--- src/include/lsra_map.svh ---
`ifndef LSRA_MAP_SVH
`define LSRA_MAP_SVH
// register indices reached through the command byte
`define LSRA_REG_CONTROL     5'h00
`define LSRA_REG_INT_TIME    5'h02
`define LSRA_REG_RES_LOW     5'h14
`define LSRA_REG_RES_MID     5'h15
`define LSRA_REG_RES_HIGH    5'h16
// field positions
`define LSRA_CTL_POWER_BIT   0
`define LSRA_CTL_CONV_EN_BIT 1
`define LSRA_CTL_VALID_BIT   4
`define LSRA_CMD_FLAG_BIT    7
// reset values
`define LSRA_CONTROL_RESET   8'h00
`define LSRA_INT_TIME_RESET  8'hff
`define LSRA_RESULT_RESET    20'h00000
// seven-bit bus addresses for pin low, high and floating
`define LSRA_ADDR_PIN_LOW    7'h54
`define LSRA_ADDR_PIN_HIGH   7'h2b
`define LSRA_ADDR_PIN_FLOAT  7'h1a
// timing
`define LSRA_INT_STEP_MS     5
`define LSRA_CLK_PERIOD_NS   8
`define LSRA_INT_STEP_CYC    (`LSRA_INT_STEP_MS * 1000000 / `LSRA_CLK_PERIOD_NS)
`endif

--- src/include/lsra_pkg.sv ---
`default_nettype none
package lsra_pkg;
    typedef enum logic [2:0] {
        LSRA_IDLE = 3'h0,
        LSRA_ADDR = 3'h1,
        LSRA_AACK = 3'h3,
        LSRA_RX   = 3'h2,
        LSRA_RACK = 3'h6,
        LSRA_TX   = 3'h7,
        LSRA_TACK = 3'h5
    } lsra_st_t;

    typedef struct packed {
        logic        valid;
        logic [19:0] value;
    } lsra_result_t;

    typedef struct packed {
        logic [19:0]  step;
        logic [7:0]   periods;
        lsra_result_t res;
    } lsra_conv_t;

    typedef struct packed {
        logic        scl_s1;
        logic        scl_s2;
        logic        scl_prev;
        logic        sda_s1;
        logic        sda_s2;
        logic        sda_prev;
        logic [1:0]  asel_s1;
        logic [1:0]  asel_s2;
        lsra_st_t    st;
        logic [3:0]  cnt;
        logic [7:0]  sh;
        logic        rw;
        logic        first;
        logic [4:0]  ptr;
        logic        sda_oe_n;
        logic        power;
        logic        conversion_enable_bit;
        logic [7:0]  integration_time_register;
    } lsra_i2c_t;
endpackage : lsra_pkg
`default_nettype wire

--- src/core/lsra_conv.sv ---
`timescale 1ns/1ps
`default_nettype none
`include "lsra_map.svh"
module lsra_conv #(
    parameter int unsigned STEP_CYCLES = `LSRA_INT_STEP_CYC
) (
    input  wire logic                  clk,
    input  wire logic                  rst_n,
    input  wire logic                  power,
    input  wire logic                  conversion_enable_bit,
    input  wire logic [7:0]            integration_time_register,
    input  wire logic [19:0]           light_sample,
    output var lsra_pkg::lsra_result_t result
);
    lsra_pkg::lsra_conv_t q_ff;
    lsra_pkg::lsra_conv_t nxt_q;
    logic                 run;
    logic                 step_end;
    logic                 done;

    assign run      = power & conversion_enable_bit;
    assign step_end = q_ff.step == 20'(STEP_CYCLES - 1);
    assign done     = run && step_end && (integration_time_register != 8'h00) &&
                      (q_ff.periods == integration_time_register - 8'h01);

    always_comb begin
        nxt_q = q_ff;
        if (!run) begin
            nxt_q.step      = 20'h00000;
            nxt_q.periods   = 8'h00;
            nxt_q.res.valid = 1'b0;
        end else if (step_end) begin
            nxt_q.step    = 20'h00000;
            nxt_q.periods = done ? 8'h00 : q_ff.periods + 8'h01;
        end else begin
            nxt_q.step = q_ff.step + 20'h00001;
        end
        if (done) begin
            nxt_q.res.value = light_sample;
            nxt_q.res.valid = 1'b1;
        end
    end

    always_ff @(posedge clk) begin
        if (!rst_n) begin
            q_ff <= '{step: 20'h00000, periods: 8'h00, res: '{valid: 1'b0, value: `LSRA_RESULT_RESET}};
        end else begin
            q_ff <= nxt_q;
        end
    end

    assign result = q_ff.res;
endmodule : lsra_conv
`default_nettype wire

--- src/core/lsra_top.sv ---
// Summary of operation
// - the 20-bit result reads as low byte, middle byte and a high byte holding bits 19:16 with 7:4 zero.
// - the three result registers are read-only and are zero after power-up.
// - the device starts powered down and does not convert until powered up.
// - the bus address is 0xA8/0xA9 with the select pin low, 0x56/0x57 high, 0x34/0x35 floating.
// - a write is start, write address, command byte with bit 7 set, data, stop, every byte acknowledged.
// - a read is start, write address, command, repeated start, read address, data bytes ending in a nack and stop.
// - a burst read from the low result register returns low, middle and high bytes in order.
// - the first byte after the write address is a command byte when its bit 7 is set, and its low five bits pick the register.
// - bytes after the command byte are data for the addressed register.
`timescale 1ns/1ps
`default_nettype none
`include "lsra_map.svh"
module lsra_top #(
    parameter int unsigned STEP_CYCLES = `LSRA_INT_STEP_CYC
) (
    input  wire logic        clk,
    input  wire logic        rst_n,
    input  wire logic        scl_in,
    input  wire logic        sda_in,
    output logic             sda_out,
    output logic             sda_oe_n,
    input  wire logic [1:0]  address_select_pin,
    input  wire logic [19:0] light_sample,
    output logic             conv_running
);
    lsra_pkg::lsra_i2c_t    q_ff;
    lsra_pkg::lsra_i2c_t    nxt_q;
    lsra_pkg::lsra_result_t result;
    logic [6:0]             own_addr;
    logic                   scl_rise;
    logic                   scl_fall;
    logic                   bus_start;
    logic                   bus_stop;
    logic                   rx_byte_done;
    logic                   tx_load;
    logic [7:0]             tx_byte;
    localparam logic [7:0]  CTL_RESET = `LSRA_CONTROL_RESET;

    // byte view of the result and control
    function automatic logic [7:0] rd_byte(input logic [4:0] idx, input lsra_pkg::lsra_i2c_t s,
                                           input lsra_pkg::lsra_result_t r);
        logic [7:0] b;
        b = 8'h00;
        unique case (idx)
            `LSRA_REG_CONTROL: begin
                b[`LSRA_CTL_POWER_BIT]   = s.power;
                b[`LSRA_CTL_CONV_EN_BIT] = s.conversion_enable_bit;
                b[`LSRA_CTL_VALID_BIT]   = r.valid;
            end
            `LSRA_REG_INT_TIME: b = s.integration_time_register;
            `LSRA_REG_RES_LOW:  b = r.value[7:0];
            `LSRA_REG_RES_MID:  b = r.value[15:8];
            `LSRA_REG_RES_HIGH: b = {4'h0, r.value[19:16]};
            default:            b = 8'h00;
        endcase
        return b;
    endfunction : rd_byte

    lsra_conv #(
        .STEP_CYCLES (STEP_CYCLES)
    ) u_conv (
        .clk                       (clk),
        .rst_n                     (rst_n),
        .power                     (q_ff.power),
        .conversion_enable_bit     (q_ff.conversion_enable_bit),
        .integration_time_register (q_ff.integration_time_register),
        .light_sample              (light_sample),
        .result                    (result)
    );

    // bus address from the select pin
    always_comb begin
        if (q_ff.asel_s2[1]) begin
            own_addr = `LSRA_ADDR_PIN_FLOAT;
        end else if (q_ff.asel_s2[0]) begin
            own_addr = `LSRA_ADDR_PIN_HIGH;
        end else begin
            own_addr = `LSRA_ADDR_PIN_LOW;
        end
    end

    assign scl_rise     = q_ff.scl_s2 & ~q_ff.scl_prev;
    assign scl_fall     = ~q_ff.scl_s2 & q_ff.scl_prev;
    assign bus_start    = q_ff.scl_s2 & q_ff.scl_prev & q_ff.sda_prev & ~q_ff.sda_s2;
    assign bus_stop     = q_ff.scl_s2 & q_ff.scl_prev & ~q_ff.sda_prev & q_ff.sda_s2;
    assign rx_byte_done = (q_ff.st == lsra_pkg::LSRA_RX) && scl_fall && (q_ff.cnt == 4'h8);
    assign tx_load      = scl_fall && ((q_ff.st == lsra_pkg::LSRA_AACK && q_ff.rw) ||
                                       (q_ff.st == lsra_pkg::LSRA_TACK));
    assign tx_byte      = rd_byte(q_ff.ptr, q_ff, result);

    always_comb begin
        nxt_q          = q_ff;
        nxt_q.scl_s1   = scl_in;
        nxt_q.scl_s2   = q_ff.scl_s1;
        nxt_q.scl_prev = q_ff.scl_s2;
        nxt_q.sda_s1   = sda_in;
        nxt_q.sda_s2   = q_ff.sda_s1;
        nxt_q.sda_prev = q_ff.sda_s2;
        nxt_q.asel_s1  = address_select_pin;
        nxt_q.asel_s2  = q_ff.asel_s1;
        if (bus_stop) begin
            nxt_q.st       = lsra_pkg::LSRA_IDLE;
            nxt_q.sda_oe_n = 1'b1;
        end else if (bus_start) begin
            nxt_q.st       = lsra_pkg::LSRA_ADDR;
            nxt_q.cnt      = 4'h0;
            nxt_q.sda_oe_n = 1'b1;
        end else begin
            unique case (q_ff.st)
                lsra_pkg::LSRA_IDLE: begin
                    nxt_q.sda_oe_n = 1'b1;
                end
                lsra_pkg::LSRA_ADDR: begin
                    if (scl_rise) begin
                        nxt_q.sh  = {q_ff.sh[6:0], q_ff.sda_s2};
                        nxt_q.cnt = q_ff.cnt + 4'h1;
                    end else if (scl_fall && q_ff.cnt == 4'h8) begin
                        if (q_ff.sh[7:1] == own_addr) begin
                            nxt_q.st       = lsra_pkg::LSRA_AACK;
                            nxt_q.rw       = q_ff.sh[0];
                            nxt_q.sda_oe_n = 1'b0;
                        end else begin
                            nxt_q.st = lsra_pkg::LSRA_IDLE;
                        end
                    end
                end
                lsra_pkg::LSRA_AACK: begin
                    if (scl_fall) begin
                        nxt_q.cnt = 4'h0;
                        if (q_ff.rw) begin
                            // read data starts at the pointer
                            nxt_q.st       = lsra_pkg::LSRA_TX;
                            nxt_q.sh       = tx_byte;
                            nxt_q.sda_oe_n = tx_byte[7];
                            nxt_q.ptr      = q_ff.ptr + 5'h01;
                        end else begin
                            nxt_q.st       = lsra_pkg::LSRA_RX;
                            nxt_q.first    = 1'b1;
                            nxt_q.sda_oe_n = 1'b1;
                        end
                    end
                end
                lsra_pkg::LSRA_RX: begin
                    if (scl_rise) begin
                        nxt_q.sh  = {q_ff.sh[6:0], q_ff.sda_s2};
                        nxt_q.cnt = q_ff.cnt + 4'h1;
                    end else if (rx_byte_done) begin
                        nxt_q.st       = lsra_pkg::LSRA_RACK;
                        nxt_q.sda_oe_n = 1'b0;
                        nxt_q.first    = 1'b0;
                        if (q_ff.first && q_ff.sh[`LSRA_CMD_FLAG_BIT]) begin
                            nxt_q.ptr = q_ff.sh[4:0];
                        end else begin
                            // data byte for the addressed register
                            unique case (q_ff.ptr)
                                `LSRA_REG_CONTROL: begin
                                    nxt_q.power                 = q_ff.sh[`LSRA_CTL_POWER_BIT];
                                    nxt_q.conversion_enable_bit = q_ff.sh[`LSRA_CTL_CONV_EN_BIT];
                                end
                                `LSRA_REG_INT_TIME: nxt_q.integration_time_register = q_ff.sh;
                                // result and unmapped registers ignore writes
                                default: nxt_q.integration_time_register = q_ff.integration_time_register;
                            endcase
                            nxt_q.ptr = q_ff.ptr + 5'h01;
                        end
                    end
                end
                lsra_pkg::LSRA_RACK: begin
                    if (scl_fall) begin
                        nxt_q.st       = lsra_pkg::LSRA_RX;
                        nxt_q.cnt      = 4'h0;
                        nxt_q.sda_oe_n = 1'b1;
                    end
                end
                lsra_pkg::LSRA_TX: begin
                    if (scl_rise) begin
                        nxt_q.cnt = q_ff.cnt + 4'h1;
                    end else if (scl_fall) begin
                        if (q_ff.cnt == 4'h8) begin
                            nxt_q.st       = lsra_pkg::LSRA_TACK;
                            nxt_q.sda_oe_n = 1'b1;
                        end else begin
                            nxt_q.sh       = {q_ff.sh[6:0], 1'b0};
                            nxt_q.sda_oe_n = q_ff.sh[6];
                        end
                    end
                end
                lsra_pkg::LSRA_TACK: begin
                    // a nack from the master ends the read
                    if (scl_rise && q_ff.sda_s2) begin
                        nxt_q.st = lsra_pkg::LSRA_IDLE;
                    end else if (scl_fall) begin
                        // next byte in the same read
                        nxt_q.st       = lsra_pkg::LSRA_TX;
                        nxt_q.cnt      = 4'h0;
                        nxt_q.sh       = tx_byte;
                        nxt_q.sda_oe_n = tx_byte[7];
                        nxt_q.ptr      = q_ff.ptr + 5'h01;
                    end
                end
                default: begin
                    nxt_q.st       = lsra_pkg::LSRA_IDLE;
                    nxt_q.sda_oe_n = 1'b1;
                end
            endcase
        end
    end

    always_ff @(posedge clk) begin
        if (!rst_n) begin
            q_ff          <= '0;
            q_ff.scl_s1   <= 1'b1;
            q_ff.scl_s2   <= 1'b1;
            q_ff.scl_prev <= 1'b1;
            q_ff.sda_s1   <= 1'b1;
            q_ff.sda_s2   <= 1'b1;
            q_ff.sda_prev <= 1'b1;
            q_ff.st       <= lsra_pkg::LSRA_IDLE;
            q_ff.sda_oe_n <= 1'b1;
            q_ff.power    <= CTL_RESET[`LSRA_CTL_POWER_BIT];
            q_ff.conversion_enable_bit     <= CTL_RESET[`LSRA_CTL_CONV_EN_BIT];
            q_ff.integration_time_register <= `LSRA_INT_TIME_RESET;
        end else begin
            q_ff <= nxt_q;
        end
    end

    assign sda_out      = 1'b0;
    assign sda_oe_n     = q_ff.sda_oe_n;
    assign conv_running = q_ff.power & q_ff.conversion_enable_bit;
endmodule : lsra_top
`default_nettype wire

--- config.mk ---
export PLATFORM = sky130hd
export DESIGN_NAME = lsra_top
export DESIGN_NICKNAME = d
export VERILOG_FILES = /design/src/include/lsra_pkg.sv /design/src/core/lsra_conv.sv /design/src/core/lsra_top.sv
export VERILOG_INCLUDE_DIRS = /design/src /design/src/include
export SDC_FILE = /design/constraint.sdc
export NUM_CORES = 1
export LEC_CHECK = 0
export BUFFER_PORTS_ARGS = -buffer_cell sky130_fd_sc_hd__buf_2
export CAP_MARGIN = 20
export CORE_UTILIZATION = 45
export DETAILED_ROUTE_END_ITERATION = 7
export REMOVE_ABC_BUFFERS = 1
export SYNTH_ARGS = -nofsm -noshare
export SYNTH_HDL_FRONTEND = slang
export SYNTH_SLANG_ARGS = --single-unit
--- constraint.sdc ---
create_clock -name clk -period 5.96 [get_ports clk]
set_input_delay 1.192 -clock clk [delete_from_list [all_inputs] [get_ports clk]]
set_output_delay 1.192 -clock clk [all_outputs]
set_load 0.02 [all_outputs]
==> summary.md, run 1 <==
| Metric | Value |
|---|---|
| EDFF count, synth | 0 |
| Total routing usage reported by global routing | 0.209 |
| Initial core utilization | 0.464 |
| Part of the power in the clock network | 0.400 |
| Synthesized area | 0.00479 sq mm |
| Total wire length | 10.6 mm |
| Final period utilization | 0.423 |
| Worst-path clk slew | 100 ps |
| Antenna violations before repair | 0 |
| Final worst slack | about 3400 ps |
| HP Class | reg2reg |
| Lkg Pwr | around 2.0 nW |
| Worst IR Drop VDD | 0.000138 V |
| Core Util, Final | 0.503 |
| Max Cap Viol | 0 |
| Crit path required time | 6180 ps |
| Switching pwr | between 0.2 and 0.3 mW |
| Setup crit end kind | flip-flop |
| Post-synthesis cell type count | 64 |
| Slew Limit Fails | 0 |
| Final Hold Vio Count | 0 |
| Setup TNS Final | 0 ps |
| Ys flop type | dfxtp_1 |
| Startpoint types | flip-flop |
| Post-CTS setup buffer count | 0 |
| Rel. slew slack | 0.483 |
| Logic gate share of total power | 0.032 |
| Post-Syn Area per Cell | 8.41 sq um |
| Ys Warns | 0 |
| DR DRC count | 0 |
| Io pins | 29 |
| Commonest cells after routing, fill and taps aside | nor2_1 (92), dfxtp_1 (92), nand2_1 (43) |
| Worst Skew | 15.9 ps |
| Antenna Diode Count | 0 |
| First-pass GRT wire length | 18.7 mm |
| WS Path Type | reg2reg |
| Area grow syn2layout | 8.33% |
| Achievable clock frequency | 0.397 GHz |
| 1st-pass router iterations | 4 |
| Worst-case clock buffer depth | 2 |
| Core area | 0.0103 sq mm |
| Cts hold-fix bufs | 0 |
| Total power per unit cell area | 211 mW/mm^2 |
| Die width | 105 um |
| Sequential power share | 0.567 |
| Average vias per placed instance | 5.57 |
| FP Rows | 37 |
| Outcome | finished, final reports clean |
| Layout cells sized above 1 | 0.104 |
| RSZ-0062 raised after global routing | false |
| Clk_lat worst skew | approximately 360 ps |
| Num CTS Buffers | 9 |
| Async S/R FF share, synth | 0 |
| Post-synthesis sequential area ratio | 0.384 |
| Final setup viols | 0 |
| # H-tree levels | 3 |
| Dpl hpwl | around 7.6 mm |
| Minimum clock period after layout | approximately 2500 ps |
| Place WS | approximately 3500 ps |
| GRT overflow | 0 |
| Die area | 0.0111 sq mm |
| Pin count of the biggest net entering global routing | 42 |
| Internal power | ~0.83 mW |
| DR vias | 4023 |
| Critical Path Fanout Max | 22 |
| Post-DRT Antenna Nets | 0 |
| Port Buffer Count | 27 |
| Switching Share | 0.240 |
| Number of global-route vias before repair | 3799 |
| Cells after Synth | 570 |
| PostCTS Resize Cnt | 0 |
| Worst-margin pin slew | between 700 and 800 ps |
| Register bit count reported by yosys | 92 |
| Gpl congestion | 0.849 |
| Die H | 105 um |
| DRT iter0 DRCs | 259 |
| Wire length per cell | 14.7 um |
| CTS sink count | 92 |
| Root Driver | clkbuf_8 |
| Critical Path AT | 2740 ps |
| Final net count | 617 |
| CTS tree | done |
state kept, by name (all words and copies together) (netlist names):
name and count:
u_conv.q_ff 28, u_conv.result 21, nxt_q 6, sda_oe_n 1
q_ff 36
critical path, cell delays in order (launching register included):
cell and delay (ps):
dfxtp_1 790, nand2b_1 220, nand2b_1 310, nor2_1 270, nand3_1 420, mux2i_1 310, nand2_1 80
area by class of cell:
type                       instances  area [sq um]
tap                              136           170
timing repair buffer              30           158
clock buffer                       9           124
fill                            1044          5130
clock inverter                     7          80.1
sequential                        92          1840
multi-input combinational        432          2760
inverter                          16          60.1
logic make-up (layout without fill, tap and decap cells):
kind of cell             count (synthesis)  after routing  synth area share
buffers and inverters                   46             62            0.0402
XOR/XNOR                                38             38            0.0695
adder cells (fa/ha/maj)                 10             10            0.0261
AND/OR/NAND/NOR                        246            246             0.258
other                                    1              1          0.000783
AO/OA/AOI/OAI                          101            101             0.145
multiplexers                            36             36            0.0752
flip-flops                              92             92             0.384
synth_stat cells, drive strengths merged, types with 11 or more instances:
cell type   n  area share
nand2b     16       0.021
mux2i      36       0.075
nor2       92       0.072
clkbuf     25       0.020
nor3       11       0.011
a21oi      22       0.023
nand3      23       0.024
nand2      43       0.034
xnor2      18       0.033
xor2       20       0.037
inv        16       0.013
o21ai      21       0.022
dfxtp      92        0.38
worst paths after layout:
kind | to | startpoint | slack, ps | cells after the start
worst max-delay path | q_ff[3] | q_ff[31] | 3440 | 6
worst min-delay path | nxt_q[40] | nxt_q[41] | 420 | 1
worst max register to register | q_ff[3] | q_ff[31] | 3440 | 6
worst min register to register | nxt_q[40] | nxt_q[41] | 420 | 1
power by group through the flow:
stage                     Clock, mW  Sequential [mW]  Combinational, mW
after floorplan                   0            0.636             0.0179
after global placement            0            0.637             0.0351
after detailed placement          0            0.637             0.0359
after CTS                     0.450            0.623             0.0360
after global routing          0.486            0.623             0.0397
final                         0.439            0.623             0.0355
through the flow:
stage,instances,hold WS (ps),power [mW],cell area [sq um]
floorplan,540,386,0.654,4660
global placement,706,390,0.672,4990
detailed placement,706,400,0.673,4990
CTS,722,424,1.11,5190
global route,722,441,1.15,5190
finish,722,421,1.10,5190
per-layer routing:
metal	global-route usage	wire [um]
met5	0	0
met4	0.0785	209
met3	0.0293	321
met2	0.327	4840
met1	0.290	5220
No activity file was read; power rests on OpenSTA's default activity.
==> run 2, diff against run 1 <==
==> constraint.sdc (replaced) <==
create_clock -name clk -period 2.34 [get_ports clk]
set_input_delay 0.468 -clock clk [delete_from_list [all_inputs] [get_ports clk]]
set_output_delay 0.468 -clock clk [all_outputs]
set_load 0.02 [all_outputs]
==> summary.md, run 2 (synthesis gave the netlist of run 1 again) <==
| Metric | Value |
|---|---|
| Outcome | finished, final reports clean |
| Lkg Pwr | 2.21 nW (+9.9%) |
| R2r startpoint | u_conv.q_ff[36] |
| Max layer used | met4 |
| Setup crit end kind | flip-flop |
| DRT iter0 DRCs | 245 (-5.4%) |
| Critical Path AT | 2510 ps (-230 ps) |
| Metal1 wirelength | 5.26 mm (+0.75%) |
| Crit path buf inv count | 1 (+1) |
| WS Path Type | reg2reg |
| Core area | 0.0103 sq mm (unchanged) |
| Wire length per cell | 14.5 um (-1.3%) |
| DR vias | 4122 (+2.5%) |
| Area grow syn2layout | 15.0% |
| Final Cell Area | 0.00551 sq mm (+6.1%) |
| Final period utilization | 0.961 (+0.539) |
| Layout cells sized above 1 | 0.147 (+0.0430) |
| Dpl hpwl | 7.74 mm (+1.9%) |
| Num CTS Buffers | 9 (unchanged) |
| Fillers | 976 (-6.5%) |
| Io pins | 29 (unchanged) |
| Largest Register | q_ff |
| Worst-margin pin slew | 686 ps (-87.8 ps) |
| Worst Setup SP | u_conv.q_ff[36] |
| Worst-case clock buffer depth | 2 (unchanged) |
| CP peak stage delay | 510 ps (-280 ps) |
| Total routing usage reported by global routing | 0.205 (-0.00346) |
| Pin count of the biggest net entering global routing | 25 (-40%) |
| Slowest CP cell | or4b_1 |
| Final setup viols | 0 (unchanged) |
| Cts hold-fix bufs | 0 (unchanged) |
| Post-DRT Antenna Nets | 0 (unchanged) |
| Routed met3 length | 407 um (+27%) |
| Critical Path Fanout Max | 10 (-55%) |
| # H-tree levels | 3 (unchanged) |
| Max Cap Viol | 0 (unchanged) |
| Worst hold start | scl_in |
| HP Class | in2reg |
| Rel. slew slack | 0.542 (+0.0587) |
| Final Hold Vio Count | 0 (unchanged) |
| Cell chain of the critical path | or4b_1, or3_4, nor4_4, o2111ai_4, clkbuf_16, mux2i_1, nor2_1 |
| Crit path required time | 2600 ps (-3580 ps) |
| Crit path max-delay family | simple AND/OR/NAND/NOR gates |
| Antenna Diode Count | 0 (unchanged) |
| Commonest non-fill, non-tap cell in the layout | nor2_1 |
| Number of global-route vias before repair | 3906 (+2.8%) |
| 1st-pass router iterations | 5 (+1) |
| Worst-path clk slew | 90 ps (about the same) |
| First-pass GRT wire length | 18.3 mm (-2.1%) |
| Startpoint types | flip-flop |
| Placed cell area | 0.00518 sq mm (+3.9%) |
| Clk_lat worst skew | 370 ps (about the same) |
| Worst IR Drop VDD | 0.000341 V (+150%) |
| Port Buffer Count | 27 (unchanged) |
| Minimum clock period after layout | 2250 ps (-270 ps) |
| Average vias per placed instance | 5.51 (-1.1%) |
| Die width | 105 um (unchanged) |
| Initial core utilization | 0.464 (unchanged) |
| GRT overflow | 0 (unchanged) |
| Final hold slack | 276 ps (-145 ps) |
| Worst Skew | 12.4 ps (-3.50 ps) |
| CTS sink count | 92 (unchanged) |
| Commonest cells after routing, fill and taps aside | nor2_1 (92), dfxtp_1 (91), nand2_1 (43) |
| Achievable clock frequency | 0.445 GHz (+12%) |
| Root Driver | clkbuf_8 |
| Detail Route met2 WL | 4.92 mm (+1.7%) |
| Gpl congestion | 0.840 (-1.0%) |
| CTS tree | done |
| FP Rows | 37 (unchanged) |
| Slew Limit Fails | 0 (unchanged) |
| Max FFs per register | 36 (unchanged) |
| Die area | 0.0111 sq mm (unchanged) |
| DR DRC count | 0 (unchanged) |
| Total power per unit cell area | 539 mW/mm^2 (+160%) |
| Final net count | 644 (+4.4%) |
| Antenna violations before repair | 0 (unchanged) |
| Total wire length | 10.8 mm (+2.3%) |
| Die H | 105 um (unchanged) |
-- run 2: cell types whose count changed in the layout (fill, tap and decap cells not counted), moves of 2 or more --
cell and change:
inv_6 -3, bufinv_16 +2, clkbuf_16 +2, buf_4 +24
-- run 2: layer usage --
metal / vias to the layer above / GRT usage
met5: - / 0
met4: 0 / 0.0976
met3: 14 / 0.0312
met2: 81 / 0.323
met1: 1946 / 0.275
li1: 2081 / -
-- run 2: area by class of cell --
cell class              count  area (sq um)  share of cell area
clock inverters             5           100              0.0182
multi-input cells         432          2790               0.506
clock buffers              10           138              0.0250
repair buffers             57           408              0.0740
well taps                 136           170              0.0309
inverters                  16          60.1              0.0109
flip-flops and latches     92          1840               0.335
-- run 2: stage by stage --
stage	utilization	setup TNS, ps	std cells	power, mW	setup WS [ps]
floorplan	-	-10770	540	1.66	-453
global placement	0.502	0	730	1.72	92.1
detailed placement	0.502	0	730	1.72	52.6
CTS	0.525	0	745	3.00	37.0
global route	0.534	-75.6	748	3.08	-16.1
finish	0.534	0	748	2.97	90.3
-- run 2: power breakdown --
part	leakage [nW]	internal (mW)	switching, mW
sequential	0.743	1.57	0.00829
combinational	1.35	0.0434	0.0568
clock	0.122	0.729	0.559
-- run 2: worst register-to-register path: stages (launching register included) --
cell       delay, ps
dfxtp_1          310
or4b_1           510
or3_4            430
nor4_4           200
o2111ai_4        240
clkbuf_16        260
mux2i_1          150
nor2_1            50
-- run 2: path summary, 6_finish.rpt --
check | cells after the start | slack [ps] | endpoint
worst max-delay path | 7 | 90 | u_conv.result[19]
worst min-delay path | 2 | 280 | nxt_q[41]
worst min register to register | 1 | 410 | nxt_q[40]
worst max register to register | 7 | 90 | u_conv.result[19]
-- run 2: timing repair --
action / CTS / global route
endpoints found under the hold margin: 0 / 0
setup endpoints to repair: 0 / 26
buffers inserted: 0 / 1
resized for setup: 0 / 5
==> run 3, diff against run 2 <==
--- a/config.mk
+++ b/config.mk
@@ -13,4 +13,5 @@
 export REMOVE_ABC_BUFFERS = 1
 export SYNTH_ARGS = -nofsm -noshare
 export SYNTH_HDL_FRONTEND = slang
+export SYNTH_HIERARCHICAL = 1
 export SYNTH_SLANG_ARGS = --single-unit
==> summary.md, run 3 <==
| Metric | Value |
|---|---|
| Worst-path clk slew | 60 ps (-30 ps) |
| Final period utilization | 0.969 (+0.00751) |
| Max Cap Viol | 0 (unchanged) |
| Mux contribution to synthesized area | 0.0679 (-0.00725) |
| Die width | 110 um (+4.4%) |
| Die area | 0.0121 sq mm (+9.0%) |
| Wire length per cell | 15.6 um (+7.4%) |
| Max FFs per register | 36 (unchanged) |
| Port Buffer Count | 27 (unchanged) |
| Synthesized area | 0.00523 sq mm (+9.1%) |
| Number of global-route vias before repair | 3935 (+0.74%) |
| Synth area leaders | dfxtp_1 (35%), mux2i_1 (6.5%), nand2_1 (6.0%) |
| Total routing usage reported by global routing | 0.210 (+0.00480) |
| Worst Skew | 7.68 ps (-4.76 ps) |
| Worst IR Drop VDD | 0.000332 V (-2.7%) |
| Outcome | finished, final reports clean |
| Layout cells sized above 1 | 0.148 (+0.000795) |
| First-pass GRT wire length | 19.7 mm (+8.1%) |
| Achievable clock frequency | 0.441 GHz (-0.78%) |
| Min-Delay Endpoint | nxt_q[41] |
| Ys Warns | 6 (+6) |
| Commonest cells after routing, fill and taps aside | dfxtp_1 (91), nand2_1 (83), nor2_1 (44) |
| # H-tree levels | 3 (unchanged) |
| Io pins | 29 (unchanged) |
| Root Driver | clkbuf_16 |
| Commonest non-fill, non-tap cell in the layout | dfxtp_1 |
| Slew Limit Fails | 0 (unchanged) |
| WS Path Type | reg2reg |
| CTS sink count | 92 (unchanged) |
| Rel. slew slack | 0.515 (-0.0276) |
| Setup crit end kind | flip-flop |
| Gpl congestion | 0.845 (+0.61%) |
| DR DRC count | 0 (unchanged) |
| Minimum clock period after layout | 2270 ps (+17.6 ps) |
| Largest area contributor in the netlist | dfxtp_1 |
| Worst hold start | scl_in |
| CTS tree | done |
| Cells after Synth | 614 (+7.7%) |
| Dpl hpwl | 8.80 mm (+14%) |
| Startpoint types | flip-flop |
| Post-synthesis compound-gate area fraction | 0.157 (+0.0117) |
| Post-synthesis simple-gate area fraction | 0.259 (+0.000845) |
| Flop2flop setup slack | 70 ps (-20 ps) |
| Hold Crit Depth | 2 (unchanged) |
| Final Hold Vio Count | 0 (unchanged) |
| GRT overflow | 0 (unchanged) |
| Post-synthesis adder-cell area fraction | 0.0239 (-0.00219) |
| 1st-pass router iterations | 4 (-1) |
| Num CTS Buffers | 9 (unchanged) |
| EDFF count, synth | 0 (unchanged) |
| Lkg Pwr | 2.02 nW (-8.7%) |
| Final net count | 660 (+2.5%) |
| Ys flop type | dfxtp_1 |
| Total power per unit cell area | 545 mW/mm^2 (+1.0%) |
| Final setup viols | 0 (unchanged) |
| Worst-margin pin slew | 726 ps (+39.5 ps) |
| Antenna violations before repair | 0 (unchanged) |
| Crit path required time | 2610 ps (about the same) |
| Average vias per placed instance | 5.52 (about the same) |
| Die H | 110 um (+4.4%) |
| R2r startpoint | q_ff[0] |
| Antenna Diode Count | 0 (unchanged) |
| Pin count of the biggest net entering global routing | 46 (+84%) |
| Clk_lat worst skew | 340 ps (-30 ps) |
| Final worst slack | 72.7 ps (-17.6 ps) |
| DRT iter0 DRCs | 206 (-16%) |
| Reg2Reg Capture Point | u_conv/result[17] |
| Worst-case clock buffer depth | 2 (unchanged) |
| Critical Path Fanout Max | 14 (+4) |
| Place WS | 64.6 ps (+12.0 ps) |
| Final hold slack | 307 ps (+30.8 ps) |
| DR vias | 4258 (+3.3%) |
| Post-synth top area share | 0.352 (-0.0322) |
| Largest family of logic cells by synthesized area | simple AND/OR/NAND/NOR gates |
| Largest Register | q_ff |
| Synth Area in XOR/XNOR | 0.0617 (-0.00773) |
| Reg2reg path depth | 9 (+2) |
| Area grow syn2layout | 10.0% |
| Initial core utilization | 0.460 (-0.00419) |
| Post-synthesis sequential area ratio | 0.352 (-0.0322) |
| Critical Path AT | 2540 ps (+30 ps) |
| Most frequent cell after synthesis | dfxtp_1 |
| Async S/R FF share, synth | 0 (unchanged) |
| FP Rows | 39 (+5.4%) |
| Register bit count reported by yosys | 92 (unchanged) |
| Core area | 0.0114 sq mm (+10%) |
| Total wire length | 12.0 mm (+11%) |
| Post-synthesis cell type count | 80 (+25%) |
| Commonest cells in the synthesized netlist | dfxtp_1 (92), nand2_1 (83), nor2_1 (44) |
| Post-DRT Antenna Nets | 0 (unchanged) |
| Cts hold-fix bufs | 0 (unchanged) |
| HP Class | in2reg |
| Post-Syn Area per Cell | 8.52 sq um (+1.3%) |
[run 3: changes by cell type in the layout (fill, tap and decap cells not counted), sizes merged, moves of 5 or more]
cell / change
a21oi: +13
nand2b: -5
a211oi: +8
nand2: +40
nor2: -48
o21ai: -10
nand3: -5
and2: +8
a32oi: +5
nand4: +5
[run 3: power breakdown]
part	internal (mW)	switching, mW
Sequential	1.58	0.0247
Clock	0.777	0.599
Combinational	0.0668	0.0847
[run 3: metrics by stage]
step | area [sq um] | TNS, ps | std cells | total power, mW | util
5_1_grt | 5760 | -1880 | 772 | 3.26 | 0.506
4_1_cts | 5700 | 0 | 769 | 3.17 | 0.501
3_3_place_gp | 5410 | 0 | 753 | 1.79 | 0.476
6_report | 5760 | 0 | 772 | 3.14 | 0.506
2_1_floorplan | 4890 | -19820 | 560 | 1.72 | -
3_5_place_dp | 5410 | 0 | 753 | 1.79 | 0.476
[run 3: metal layers]
metal	global-route usage	vias up	wire length (um)
li1	-	2190	-
met1	0.302	2000	6260
met2	0.312	60	5310
met3	0.0462	8	338
met4	0.0619	0	102
met5	0	-	0
[run 3: cell families (layout without fill, tap and decap cells)]
| kind of cell | Yosys count | after routing |
|---|---|---|
| and+or+nand+nor | 254 | 254 |
| AOI/OAI and AO/OA | 115 | 115 |
| DFF | 92 | 92 |
| buffers and inverters | 71 | 86 |
| xor gates and xnor gates | 36 | 36 |
| muxes | 35 | 35 |
| adders and majority gates | 10 | 10 |
| other | 1 | 1 |
[run 3: what timing repair did]
item                                    4_1_cts  5_1_grt
gates resized for setup                       0        4
endpoints found under the setup margin        0       28
setup buffers                                 0        2
[run 3: layout make-up]
cell class,instances,area (sq um)
Fill cell,1083,5610
Multi-Input combinational cell,451,3010
Sequential cell,92,1840
Timing Repair Buffer,53,373
Clock buffer,11,253
Tap cell,143,179
Inverter,17,63.8
Clock inverter,5,36.3
[run 3: worst max-delay path by stage]
stage             start                end
2_1_floorplan  q_ff[31]            q_ff[0]
3_3_place_gp    q_ff[0]   u_conv/result[7]
3_5_place_dp    q_ff[0]  u_conv/result[16]
4_1_cts         q_ff[0]  u_conv/result[16]
5_1_grt         q_ff[0]  u_conv/result[16]
6_report        q_ff[0]  u_conv/result[17]
[run 3: worst max-delay path, cell delays in order (launching register included)]
cell and delay [ps]:
dfxtp_2 380, inv_1 70, ha_1 300, xnor2_1 140
a211oi_2 180, o2111ai_2 170, a2111oi_4 380, buf_4 210
clkbuf_16 180, mux2i_1 180
